==> config.mk <==
export PLATFORM = sky130hd
export DESIGN_NAME = rops_remap_output_pin_select
export DESIGN_NICKNAME = d
export VERILOG_FILES = /design/src/verilog/rops_remap_output_pin_select.v
export VERILOG_INCLUDE_DIRS = /design/src /design/src/verilog
export SDC_FILE = /design/constraint.sdc
export NUM_CORES = 1
export LEC_CHECK = 0
export ABC_AREA = 1
export BUFFER_PORTS_ARGS = -buffer_cell sky130_fd_sc_hd__buf_2
export CAP_MARGIN = 20
export CORE_AREA = 10 10 96 107
export CTS_CLUSTER_DIAMETER = 30
export DETAILED_ROUTE_END_ITERATION = 10
export DIE_AREA = 0 0 106 117
export REMOVE_ABC_BUFFERS = 1
export SYNTH_ARGS = -nofsm -noshare
export SYNTH_HDL_FRONTEND = slang
export SYNTH_SLANG_ARGS = --single-unit
==> constraint.sdc <==
create_clock -name mclk_in -period 1.2 [get_ports mclk_in]
set_input_delay 0.12 -clock mclk_in [delete_from_list [all_inputs] [get_ports mclk_in]]
set_output_delay 0.12 -clock mclk_in [all_outputs]
set_load 0.02 [all_outputs]
==> src/verilog/rops_consts.vh <==
// Constants for the remap output pin select block (pins 10..17).
// Assumes inclusion by the single design file; definitions only.
`ifndef ROPS_CONSTS_VH
`define ROPS_CONSTS_VH

// Register indices; byte address is four times the index
`define ROPS_IDX_PINS_10_11  2'h0
`define ROPS_IDX_PINS_12_13  2'h1
`define ROPS_IDX_PINS_14_15  2'h2
`define ROPS_IDX_PINS_16_17  2'h3

// Field layout inside each 16-bit selector register
`define ROPS_EVEN_LSB        0
`define ROPS_EVEN_MSB        5
`define ROPS_ODD_LSB         8
`define ROPS_ODD_MSB         13
`define ROPS_IMPL_MASK       16'h3F3F
`define ROPS_SEL_RESET       6'h00

// Bus answer values
`define ROPS_UNMAPPED_RDATA  32'h00000000

`endif

==> src/verilog/rops_remap_output_pin_select.v <==
// Output-side remappable pin selector for pins 10..17, Avalon-MM slave.
// Assumes a 10 MHz mclk_in, synchronous active-high reset, and a word-addressed
// byte address on the bus; peripheral output function numbering lives elsewhere.
//
// Operation
// - Each pin has 6-bit selector, resets zero
// - Odd pin bits 13:8, even 5:0
// - Bits 15:14 and 7:6 read zero
// - Pin 15 selector absent in smallest package
module rops_remap_output_pin_select #(
  parameter SEL_W       = 6,
  parameter SMALL_PKG   = 0,
  parameter ADDR_W      = 4
) (
  input  wire                mclk_in,
  input  wire                sys_rst_in,
  input  wire [ADDR_W-1:0]   avs_address_in,
  input  wire                avs_read_in,
  input  wire                avs_write_in,
  input  wire [31:0]         avs_writedata_in,
  input  wire [3:0]          avs_byteenable_in,
  output reg  [31:0]         avs_readdata_out,
  output reg                 avs_waitrequest_out,
  output reg  [SEL_W-1:0]    out_sel_pin10_out,
  output reg  [SEL_W-1:0]    out_sel_pin11_out,
  output reg  [SEL_W-1:0]    out_sel_pin12_out,
  output reg  [SEL_W-1:0]    out_sel_pin13_out,
  output reg  [SEL_W-1:0]    out_sel_pin14_out,
  output reg  [SEL_W-1:0]    out_sel_pin15_out,
  output reg  [SEL_W-1:0]    out_sel_pin16_out,
  output reg  [SEL_W-1:0]    out_sel_pin17_out
);
`include "rops_consts.vh"

  // One-hot bus states
  localparam ST_IDLE = 2'b01;
  localparam ST_ACK  = 2'b10;

  // Bus handshake registers
  reg  [1:0]        state_ff;
  reg  [1:0]        nxt_state;
  reg               nxt_wait;
  reg  [31:0]       nxt_rdata;

  // Next values of the eight selectors
  reg  [SEL_W-1:0]  nxt_sel_pin10;
  reg  [SEL_W-1:0]  nxt_sel_pin11;
  reg  [SEL_W-1:0]  nxt_sel_pin12;
  reg  [SEL_W-1:0]  nxt_sel_pin13;
  reg  [SEL_W-1:0]  nxt_sel_pin14;
  reg  [SEL_W-1:0]  nxt_sel_pin15;
  reg  [SEL_W-1:0]  nxt_sel_pin16;
  reg  [SEL_W-1:0]  nxt_sel_pin17;

  // Register image chosen for a read
  reg  [15:0]       rd_image;

  // Address decode
  wire [ADDR_W-1:0] addr_hi;
  wire              word_ok;
  wire              mapped;
  wire [1:0]        reg_idx;
  wire              req;

  // Register selects
  wire              hit_10_11;
  wire              hit_12_13;
  wire              hit_14_15;
  wire              hit_16_17;

  // Write strobes, one per selector field
  wire              wr_accept;
  wire              lane_even;
  wire              lane_odd;
  wire              wr_pin10;
  wire              wr_pin11;
  wire              wr_pin12;
  wire              wr_pin13;
  wire              wr_pin14;
  wire              wr_pin15;
  wire              wr_pin16;
  wire              wr_pin17;

  // Write data lanes
  wire [7:0]        wd_even;
  wire [7:0]        wd_odd;

  // Register images as software reads them
  wire [15:0]       img_10_11;
  wire [15:0]       img_12_13;
  wire [15:0]       img_14_15;
  wire [15:0]       img_16_17;

  // Merge one byte lane of new data into a 6-bit field
  function [SEL_W-1:0] merge;
    input [SEL_W-1:0] old;
    input [7:0]       data;
    input             en;
    begin
      merge = en ? data[SEL_W-1:0] : old;
    end
  endfunction

  // Assemble one 16-bit register image; reserved bits stay zero
  function [15:0] pack;
    input [SEL_W-1:0] even;
    input [SEL_W-1:0] odd;
    begin
      pack = 16'h0000;
      pack[`ROPS_EVEN_MSB:`ROPS_EVEN_LSB] = even;
      pack[`ROPS_ODD_MSB:`ROPS_ODD_LSB]   = odd;
      pack = pack & `ROPS_IMPL_MASK;
    end
  endfunction

  // Word index compare, shared by the four register selects
  function is_reg;
    input [1:0] idx;
    input [1:0] want;
    begin
      is_reg = (idx == want);
    end
  endfunction

  // Upper address bits must be zero; the shift keeps the width for any ADDR_W
  assign addr_hi = avs_address_in >> 4;
  // Byte addresses off a word boundary are unmapped rather than aliased
  assign word_ok = (avs_address_in[1:0] == 2'b00);
  assign mapped  = word_ok && (addr_hi == {ADDR_W{1'b0}});
  assign reg_idx = avs_address_in[3:2];
  assign req     = avs_read_in | avs_write_in;

  assign hit_10_11 = mapped && is_reg(reg_idx, `ROPS_IDX_PINS_10_11);
  assign hit_12_13 = mapped && is_reg(reg_idx, `ROPS_IDX_PINS_12_13);
  assign hit_14_15 = mapped && is_reg(reg_idx, `ROPS_IDX_PINS_14_15);
  assign hit_16_17 = mapped && is_reg(reg_idx, `ROPS_IDX_PINS_16_17);

  // Writes land only at the edge where waitrequest is low, the one edge
  // at which the master counts the transfer as done
  assign wr_accept = (state_ff == ST_ACK) && avs_write_in;
  assign lane_even = wr_accept && avs_byteenable_in[0];
  assign lane_odd  = wr_accept && avs_byteenable_in[1];

  // Lanes 2 and 3 carry no selector and are dropped
  assign wd_even = avs_writedata_in[7:0];
  assign wd_odd  = avs_writedata_in[15:8];

  assign wr_pin10 = lane_even && hit_10_11;
  assign wr_pin11 = lane_odd  && hit_10_11;
  assign wr_pin12 = lane_even && hit_12_13;
  assign wr_pin13 = lane_odd  && hit_12_13;
  assign wr_pin14 = lane_even && hit_14_15;
  assign wr_pin15 = lane_odd  && hit_14_15;
  assign wr_pin16 = lane_even && hit_16_17;
  assign wr_pin17 = lane_odd  && hit_16_17;

  assign img_10_11 = pack(out_sel_pin10_out, out_sel_pin11_out);
  assign img_12_13 = pack(out_sel_pin12_out, out_sel_pin13_out);
  assign img_14_15 = pack(out_sel_pin14_out, out_sel_pin15_out);
  assign img_16_17 = pack(out_sel_pin16_out, out_sel_pin17_out);

  // Selector next values; a field not written keeps its value
  always @* begin
    nxt_sel_pin10 = merge(out_sel_pin10_out, wd_even, wr_pin10);
    nxt_sel_pin11 = merge(out_sel_pin11_out, wd_odd,  wr_pin11);
    nxt_sel_pin12 = merge(out_sel_pin12_out, wd_even, wr_pin12);
    nxt_sel_pin13 = merge(out_sel_pin13_out, wd_odd,  wr_pin13);
    nxt_sel_pin14 = merge(out_sel_pin14_out, wd_even, wr_pin14);
    nxt_sel_pin15 = merge(out_sel_pin15_out, wd_odd,  wr_pin15);
    nxt_sel_pin16 = merge(out_sel_pin16_out, wd_even, wr_pin16);
    nxt_sel_pin17 = merge(out_sel_pin17_out, wd_odd,  wr_pin17);
    if (SMALL_PKG != 0) begin
      // Small package has no pin 15 field; nothing can ever set it
      nxt_sel_pin15 = `ROPS_SEL_RESET;
    end
  end

  // Selector flip-flops drive the pins directly
  always @(posedge mclk_in) begin
    if (sys_rst_in) begin
      out_sel_pin10_out <= `ROPS_SEL_RESET;
    end else begin
      out_sel_pin10_out <= nxt_sel_pin10;
    end
  end

  always @(posedge mclk_in) begin
    if (sys_rst_in) begin
      out_sel_pin11_out <= `ROPS_SEL_RESET;
    end else begin
      out_sel_pin11_out <= nxt_sel_pin11;
    end
  end

  always @(posedge mclk_in) begin
    if (sys_rst_in) begin
      out_sel_pin12_out <= `ROPS_SEL_RESET;
    end else begin
      out_sel_pin12_out <= nxt_sel_pin12;
    end
  end

  always @(posedge mclk_in) begin
    if (sys_rst_in) begin
      out_sel_pin13_out <= `ROPS_SEL_RESET;
    end else begin
      out_sel_pin13_out <= nxt_sel_pin13;
    end
  end

  always @(posedge mclk_in) begin
    if (sys_rst_in) begin
      out_sel_pin14_out <= `ROPS_SEL_RESET;
    end else begin
      out_sel_pin14_out <= nxt_sel_pin14;
    end
  end

  always @(posedge mclk_in) begin
    if (sys_rst_in) begin
      out_sel_pin15_out <= `ROPS_SEL_RESET;
    end else begin
      out_sel_pin15_out <= nxt_sel_pin15;
    end
  end

  always @(posedge mclk_in) begin
    if (sys_rst_in) begin
      out_sel_pin16_out <= `ROPS_SEL_RESET;
    end else begin
      out_sel_pin16_out <= nxt_sel_pin16;
    end
  end

  always @(posedge mclk_in) begin
    if (sys_rst_in) begin
      out_sel_pin17_out <= `ROPS_SEL_RESET;
    end else begin
      out_sel_pin17_out <= nxt_sel_pin17;
    end
  end

  // Read image of the addressed register; unmapped addresses read zero
  always @* begin
    rd_image = 16'h0000;
    if (mapped) begin
      case (reg_idx)
        `ROPS_IDX_PINS_10_11: rd_image = img_10_11;
        `ROPS_IDX_PINS_12_13: rd_image = img_12_13;
        `ROPS_IDX_PINS_14_15: rd_image = img_14_15;
        `ROPS_IDX_PINS_16_17: rd_image = img_16_17;
        default:              rd_image = 16'h0000;
      endcase
    end
  end

  // Bus handshake: take in idle, answer one cycle later, then back to idle
  always @* begin
    nxt_state = ST_IDLE;
    nxt_wait  = 1'b1;
    case (state_ff)
      ST_IDLE: begin
        if (req) begin
          nxt_state = ST_ACK;
          nxt_wait  = 1'b0;
        end
      end
      ST_ACK: begin
        // Master releases the request at this edge; no second answer
        nxt_state = ST_IDLE;
        nxt_wait  = 1'b1;
      end
      default: begin
        nxt_state = ST_IDLE;
        nxt_wait  = 1'b1;
      end
    endcase
  end

  // Read data loads at the take edge and holds until the next answer
  always @* begin
    nxt_rdata = avs_readdata_out;
    if ((state_ff == ST_IDLE) && req) begin
      nxt_rdata = `ROPS_UNMAPPED_RDATA;
      if (avs_read_in) begin
        nxt_rdata = {16'h0000, rd_image};
      end
    end
  end

  always @(posedge mclk_in) begin
    if (sys_rst_in) begin
      state_ff <= ST_IDLE;
    end else begin
      state_ff <= nxt_state;
    end
  end

  // Waitrequest stays high in reset so no request is taken early
  always @(posedge mclk_in) begin
    if (sys_rst_in) begin
      avs_waitrequest_out <= 1'b1;
    end else begin
      avs_waitrequest_out <= nxt_wait;
    end
  end

  always @(posedge mclk_in) begin
    if (sys_rst_in) begin
      avs_readdata_out <= 32'h00000000;
    end else begin
      avs_readdata_out <= nxt_rdata;
    end
  end

endmodule // rops_remap_output_pin_select

Yosys cells after proc, flatten, opt, wreduce, memory -nomap -nowiden
Cells that the tools add are included.
{"block": "op_classes", "bitwise": 2, "reduce_logical": 19, "mux": 5, "n_eq_ne": 5}
{"op": "$pmux W16 S4", "n": 1}
{"op": "$mux W16", "n": 2}
{"op": "$logic_and A1 B1 Y1", "n": 16}
{"op": "$eq A2 B2 Y1 const B", "n": 3}
{"op": "$eq A2 B1 Y1 const B", "n": 2}
{"op": "$logic_not A2 Y1", "n": 2}
{"op": "$mux W2", "n": 1}
{"op": "$reduce_or A2 Y1", "n": 1}
{"op": "$mux W1", "n": 1}
{"op": "$not A1 Y1", "n": 1}
{"op": "$or A1 B1 Y1", "n": 1}
{"block": "word_totals", "wordCells": 42, "register_bits": 83, "in_bits": 44}

Depth between registers and ports, before layout
{"block": "logic_depth", "ltp_word": 4, "mapped_depth": 7, "ltp_nobuf": 7}

Least setup slack after synthesis
No wires, ideal clock.
{"block": "synth_timing", "path_kind": "flip-flop to flip-flop", "start": "register state_ff[0]", "end": "register avs_readdata_out[10]", "stages_incl_launch_ff": 8, "path_buffers": 1, "slack_ps": -19, "setup_ps": 70, "arrival_ps": 1148, "cell_sequence": "dfxtp_1 -> inv_1 -> nor2_1 -> nand3_1 -> buf_2 -> nor2_1 -> nand2_1 -> a21oi_1"}
{"block": "synth_via", "elab_chain_len": 2}
{"item": "start: declaration", "line_no": "rops_remap_output_pin_select.v:40", "text": "reg [1:0] state_ff;"}
{"item": "start signal: assignment", "line_no": "rops_remap_output_pin_select.v:295", "text": "state_ff <= nxt_state;"}
{"item": "$eq A2 B1 Y1", "line_no": "rops_remap_output_pin_select.v:283", "text": "if ((state_ff == ST_IDLE) && req) begin"}
{"item": "$logic_and A1 B1 Y1", "line_no": "rops_remap_output_pin_select.v:283"}
{"item": "end signal: assignment", "line_no": "rops_remap_output_pin_select.v:312", "text": "avs_readdata_out <= nxt_rdata;"}
{"item": "end: declaration", "line_no": "rops_remap_output_pin_select.v:22", "text": "output reg [31:0] avs_readdata_out,"}
Every way passes these cells.
A chain may end at the register's enable or synchronous reset.

Worst setup path after layout
{"block": "layout_timing", "start": "register state_ff[0]", "end": "register out_sel_pin15_out[1]"}
{"block": "layout_via", "elab_chain_len": 4}
{"item": "$eq A2 B2 Y1", "line_no": "rops_remap_output_pin_select.v:140", "text": "assign wr_accept = (state_ff == ST_ACK) && avs_write_in;"}
{"item": "$logic_and A1 B1 Y1", "line_no": "rops_remap_output_pin_select.v:140"}
{"item": "$logic_and A1 B1 Y1", "line_no": "rops_remap_output_pin_select.v:142", "text": "assign lane_odd = wr_accept && avs_byteenable_in[1];"}
{"item": "$logic_and A1 B1 Y1", "line_no": "rops_remap_output_pin_select.v:153", "text": "assign wr_pin15 = lane_odd && hit_14_15;"}
{"item": "end signal: assignment", "line_no": "rops_remap_output_pin_select.v:221", "text": "out_sel_pin15_out <= `ROPS_SEL_RESET;"}
{"item": "end signal: assignment", "line_no": "rops_remap_output_pin_select.v:223", "text": "out_sel_pin15_out <= nxt_sel_pin15;"}
{"item": "end: declaration", "line_no": "rops_remap_output_pin_select.v:29", "text": "output reg [SEL_W-1:0] out_sel_pin15_out,"}
Every way passes these cells.

==> results <==
- The initial antenna violation count is 2.
- The clock reaches the later pin of the worst-skew pair after 0.34 ns.
- The clock network fraction of design power is 0.410.
- The detail route stage leaves a number of antenna-violating nets equal to 0.
- Counting cells, the worst reg-to-reg path comes to 6.
- The standby leakage power is 0.00178 uW.
- In this run, distinct cell masters in the synthesized netlist total 22.
- The area growth from synthesis to layout is 30.9%.
- The complex-gate fraction of the synthesized area is 0.131.
- The total cell area at the placement stage is 0.00333 sq mm.
- The count of endpoints failing setup in the final report is 0.
- The ratio of routed vias to standard cells is 4.54.
- The CTS tree is yes.
- The number of pins exceeding their max-slew limit in the final report is 0.
- Summing all multi-input logic gate instances after layout gives 0.00140 sq mm.
- The cell accounting for the most synthesized area is sky130_fd_sc_hd__dfxtp_1.
- The internal reg-to-reg setup slack is 0.04 ns.
- The total design power is 4270 uW.
- The run finished with clean final reports.
- In this run the deepest clock path goes through 2 buffers.
- In this run, post-CTS hold repair placed 0 buffers.
- In this run, the number of DRC markers left after iteration 0 of detailed routing was 113.
- During I/O placement, the number of pins put on the boundary was 125.
- The wire length of the first global-routing pass is 13900 microns.
- Entering global routing, the biggest net connects 49 pins.
- The sort of element at the start of the critical path is a flop.
- The largest fanout of any net on the critical path is 7.
- Setup repair after global routing could not meet its margin everywhere.
- The initial utilization of the core area, before any placement, comes to 0.341.
- In the post-route analysis, the smallest setup slack over all paths is 0.0394 ns.
- The total routing usage reported by global routing is 0.142.
- The top achievable clock speed is 862 MHz.
- The share of total power dissipated in combinational logic is 0.102.
- The register area share after synthesis is 0.446.
- The mean instance size in the synthesized netlist is 7.06 sq um.
- The clock edge transition at the registers on the reported setup and hold paths is 0.07 ns.
- The maximum level of the CTS H-tree is 3.
- The Yosys step of the flow raised 0 warnings.
- Counting flops and latches in the post-synthesis netlist gives 62.
- The startpoint of the worst-slack reg-to-reg timing path is state_ff[0].
- The combined area of all synthesized cells is 0.00278 sq mm.
- Routability-driven placement finished with a final weighted congestion of 0.892.
- The start point of the worst min-delay path is avs_writedata_in[4].
- The post-detailed-routing wire length is 8970 microns.
- The final route contains 2756 vias.
- The portion of the clock cycle consumed by the worst path in the final layout is 0.967.
- The analysis attributes to net switching a power of 1100 uW.
- The total internal power is 3170 uW.
- On the final layout, the worst clock skew is 0.00783 ns.
- The floorplan step set the die width to 106 microns.
- In this run the worst setup path terminates at out_sel_pin15_out[1].
- The post-route non-filler standard cell count is 607.
- The number of instances in the synthesized netlist is 394.
- The power density over the cells is 1170 mW/mm^2.
- The number of clock sinks is 62.
- The fraction of layout instances using a drive strength above 1 is 0.321.
- The endpoint identified for the worst register-to-register timing path is out_sel_pin15_out[1].
- The share of total power dissipated in sequential elements is 0.488.
- In the final routed layout, each cell accounts on average for 14.8 microns.
- Buffers inserted during clock tree synthesis total 9.
- The placed instance count is 588.
- Of the total synthesized cell area, the portion taken by XOR and XNOR cells is 0.
- The count of buffers from port buffering is 82.
- The adder and majority gate portion of the synthesized area is 0.
- Fill cells in the final layout number 871.
- The post-layout utilization of the core is 0.447.
- The count of max-cap constraint violations is 0.
- The dominant combinational cell family by area after synthesis is simple AND/OR/NAND/NOR gates.
- The type of the setup path with the least slack is flop to flop.
- The clock tree root buffer cell is sky130_fd_sc_hd__clkbuf_8.
- Data on the critical path arrives at its endpoint at 1.39 ns.
- The final number of hold-violating endpoints is 0.
- The fraction of synthesized area in multiplexers is 0.
- The total number of placement rows is 35.
- Counting I/O delays and the setup requirement, the final critical path takes 1.16 ns.
- The floorplan step defined a core boundary enclosing 0.00815 sq mm.
- The post-detailed-placement half-perimeter wirelength is 6940 microns.
- Of the total power, the share spent switching nets is 0.259.
- Prior to clock tree synthesis, the placed netlist has a worst setup slack of -0.0291 ns.
- VDD sags by at most 0.000497 V.
- The die is 117 microns tall.
- For this run, design rule violations remaining after detail routing come to 0.
- The timing startpoint of the critical path is state_ff[0].
- At the worst endpoint, the required time is 1.43 ns.
- In this run the worst hold path is classified as primary input to flop.
- The sequential cell area is 0.00124 sq mm.
- For this run, the detailed router's first-pass iteration total came to 4.
- STA classifies the critical path endpoint as a flop.
- After routing the design area is 0.00364 sq mm.
- The number of nets in the final layout is 534.
- Of the total synthesized cell area, the portion taken by AND, OR, NAND and NOR gates is 0.317.
- The number of global-route vias before repair is 2722.
- The die area is 0.0124 sq mm.
- The aggregate global routing overflow is 0.
- In the post-synthesis netlist, the biggest area contributors are sky130_fd_sc_hd__dfxtp_1 45%, sky130_fd_sc_hd__nor2_1 17%, sky130_fd_sc_hd__o21ai_0 8.6%, sky130_fd_sc_hd__buf_4 5.7%, sky130_fd_sc_hd__nand2_1 5.5%.
- The area share of the leading cell type in the synthesized netlist is 0.446.
- The hold-critical path depth is 3.
how the worst min path moves through the flow:
stage	end	slack (ns)
6_report	out_sel_pin16_out[4]	0.05
5_1_grt	out_sel_pin17_out[4]	0.08
4_1_cts	out_sel_pin17_out[0]	0.05
3_5_place_dp	out_sel_pin16_out[4]	0.41
3_3_place_gp	out_sel_pin17_out[5]	0.41
2_1_floorplan	avs_readdata_out[0]	0.19
area by class of cell:
class / instances / area share
Antenna cell: 1 / 0.000688
Clock buffer: 12 / 0.0371
Clock inverter: 4 / 0.0131
Inverter: 18 / 0.0241
Multi-Input combinational cell: 299 / 0.386
Sequential cell: 62 / 0.342
Tap cell: 111 / 0.0382
Timing Repair Buffer: 100 / 0.160
cells by family after synthesis:
logic type,Yosys count
buffers and inverters,52
flip-flops,62
other,1
AND/OR/NAND/NOR,206
AO/OA/AOI/OAI,73
state kept, by name, indices dropped and copies added, names as in the netlist:
name / flops
avs_readdata_out: 12
out_sel_pin10_out: 6
out_sel_pin11_out: 6
out_sel_pin12_out: 6
out_sel_pin13_out: 6
out_sel_pin14_out: 6
out_sel_pin15_out: 6
out_sel_pin16_out: 6
out_sel_pin17_out: 6
state_ff: 2
synth_stat cells:
master / number
sky130_fd_sc_hd__nand2_2: 6
sky130_fd_sc_hd__nor2_1: 124
sky130_fd_sc_hd__nand2_1: 41
sky130_fd_sc_hd__dfxtp_1: 62
sky130_fd_sc_hd__nor2_2: 2
sky130_fd_sc_hd__o21ai_0: 48
sky130_fd_sc_hd__buf_4: 21
sky130_fd_sc_hd__inv_1: 7
sky130_fd_sc_hd__nor2_8: 1
sky130_fd_sc_hd__buf_2: 5
sky130_fd_sc_hd__nor2_4: 3
sky130_fd_sc_hd__clkbuf_2: 1
sky130_fd_sc_hd__a21oi_1: 12
sky130_fd_sc_hd__nand3_2: 1
sky130_fd_sc_hd__nand4_1: 2
sky130_fd_sc_hd__clkbuf_1: 6
sky130_fd_sc_hd__nand3_1: 25
sky130_fd_sc_hd__inv_2: 11
sky130_fd_sc_hd__o21ai_1: 13
sky130_fd_sc_hd__buf_6: 1
sky130_fd_sc_hd__nand2_4: 1
sky130_fd_sc_hd__conb_1: 1
cells in the final DEF, fill, tap and decap left out, types with 9 or more instances in the layout:
cell                       synthesis  routed
sky130_fd_sc_hd__nor2_1          124     117
sky130_fd_sc_hd__buf_2             5      81
sky130_fd_sc_hd__dfxtp_1          62      60
sky130_fd_sc_hd__nand2_1          41      40
sky130_fd_sc_hd__o21ai_1          13      28
sky130_fd_sc_hd__o21ai_0          48      27
sky130_fd_sc_hd__nand3_1          25      24
sky130_fd_sc_hd__conb_1            1      20
sky130_fd_sc_hd__buf_4            21      15
sky130_fd_sc_hd__nor2_2            2       9
sky130_fd_sc_hd__a21oi_1          12       9
sky130_fd_sc_hd__clkbuf_8          0       9
critical path: stages, from the launching register on:
cell and delay [ns]:
sky130_fd_sc_hd__dfxtp_2 0.33, sky130_fd_sc_hd__inv_4 0.07, sky130_fd_sc_hd__nand3_4 0.08, sky130_fd_sc_hd__nor2_4 0.22
sky130_fd_sc_hd__nand2_4 0.14, sky130_fd_sc_hd__o21ai_1 0.15, sky130_fd_sc_hd__nor2_1 0.06
layer usage:
layer  routed length [microns]  part of all wire  track usage
met5                        13            0.0014            0
met4                        99             0.011       0.0506
met3                       614             0.068       0.0493
met2                      4420              0.49        0.243
met1                      3820              0.43        0.161
power groups by stage:
stage / Combinational [uW] / Sequential (uW) / Clock (uW)
5_1_grt: 488 / 2080 / 1870
4_1_cts: 402 / 2080 / 1790
3_3_place_gp: 396 / 2120 / 0
3_5_place_dp: 398 / 2130 / 0
6_report: 437 / 2080 / 1750
2_1_floorplan: 200 / 2140 / 0
what timing repair did:
action | in CTS | in global routing
pin swaps | 0 | 15
setup endpoints to repair | 13 | 54
buffers inserted | 0 | 1
gates cloned | 0 | 1
gates resized for setup | 6 | 53
through the flow:
stage,setup TNS [ns],hold WS (ns)
after global routing,-0.576,0.0817
after global placement,0,0.407
final,0,0.0501
after floorplan,-0.796,0.189
after CTS,0,0.0502
after detailed placement,-0.130,0.410
(Power assumes the default switching activity.)
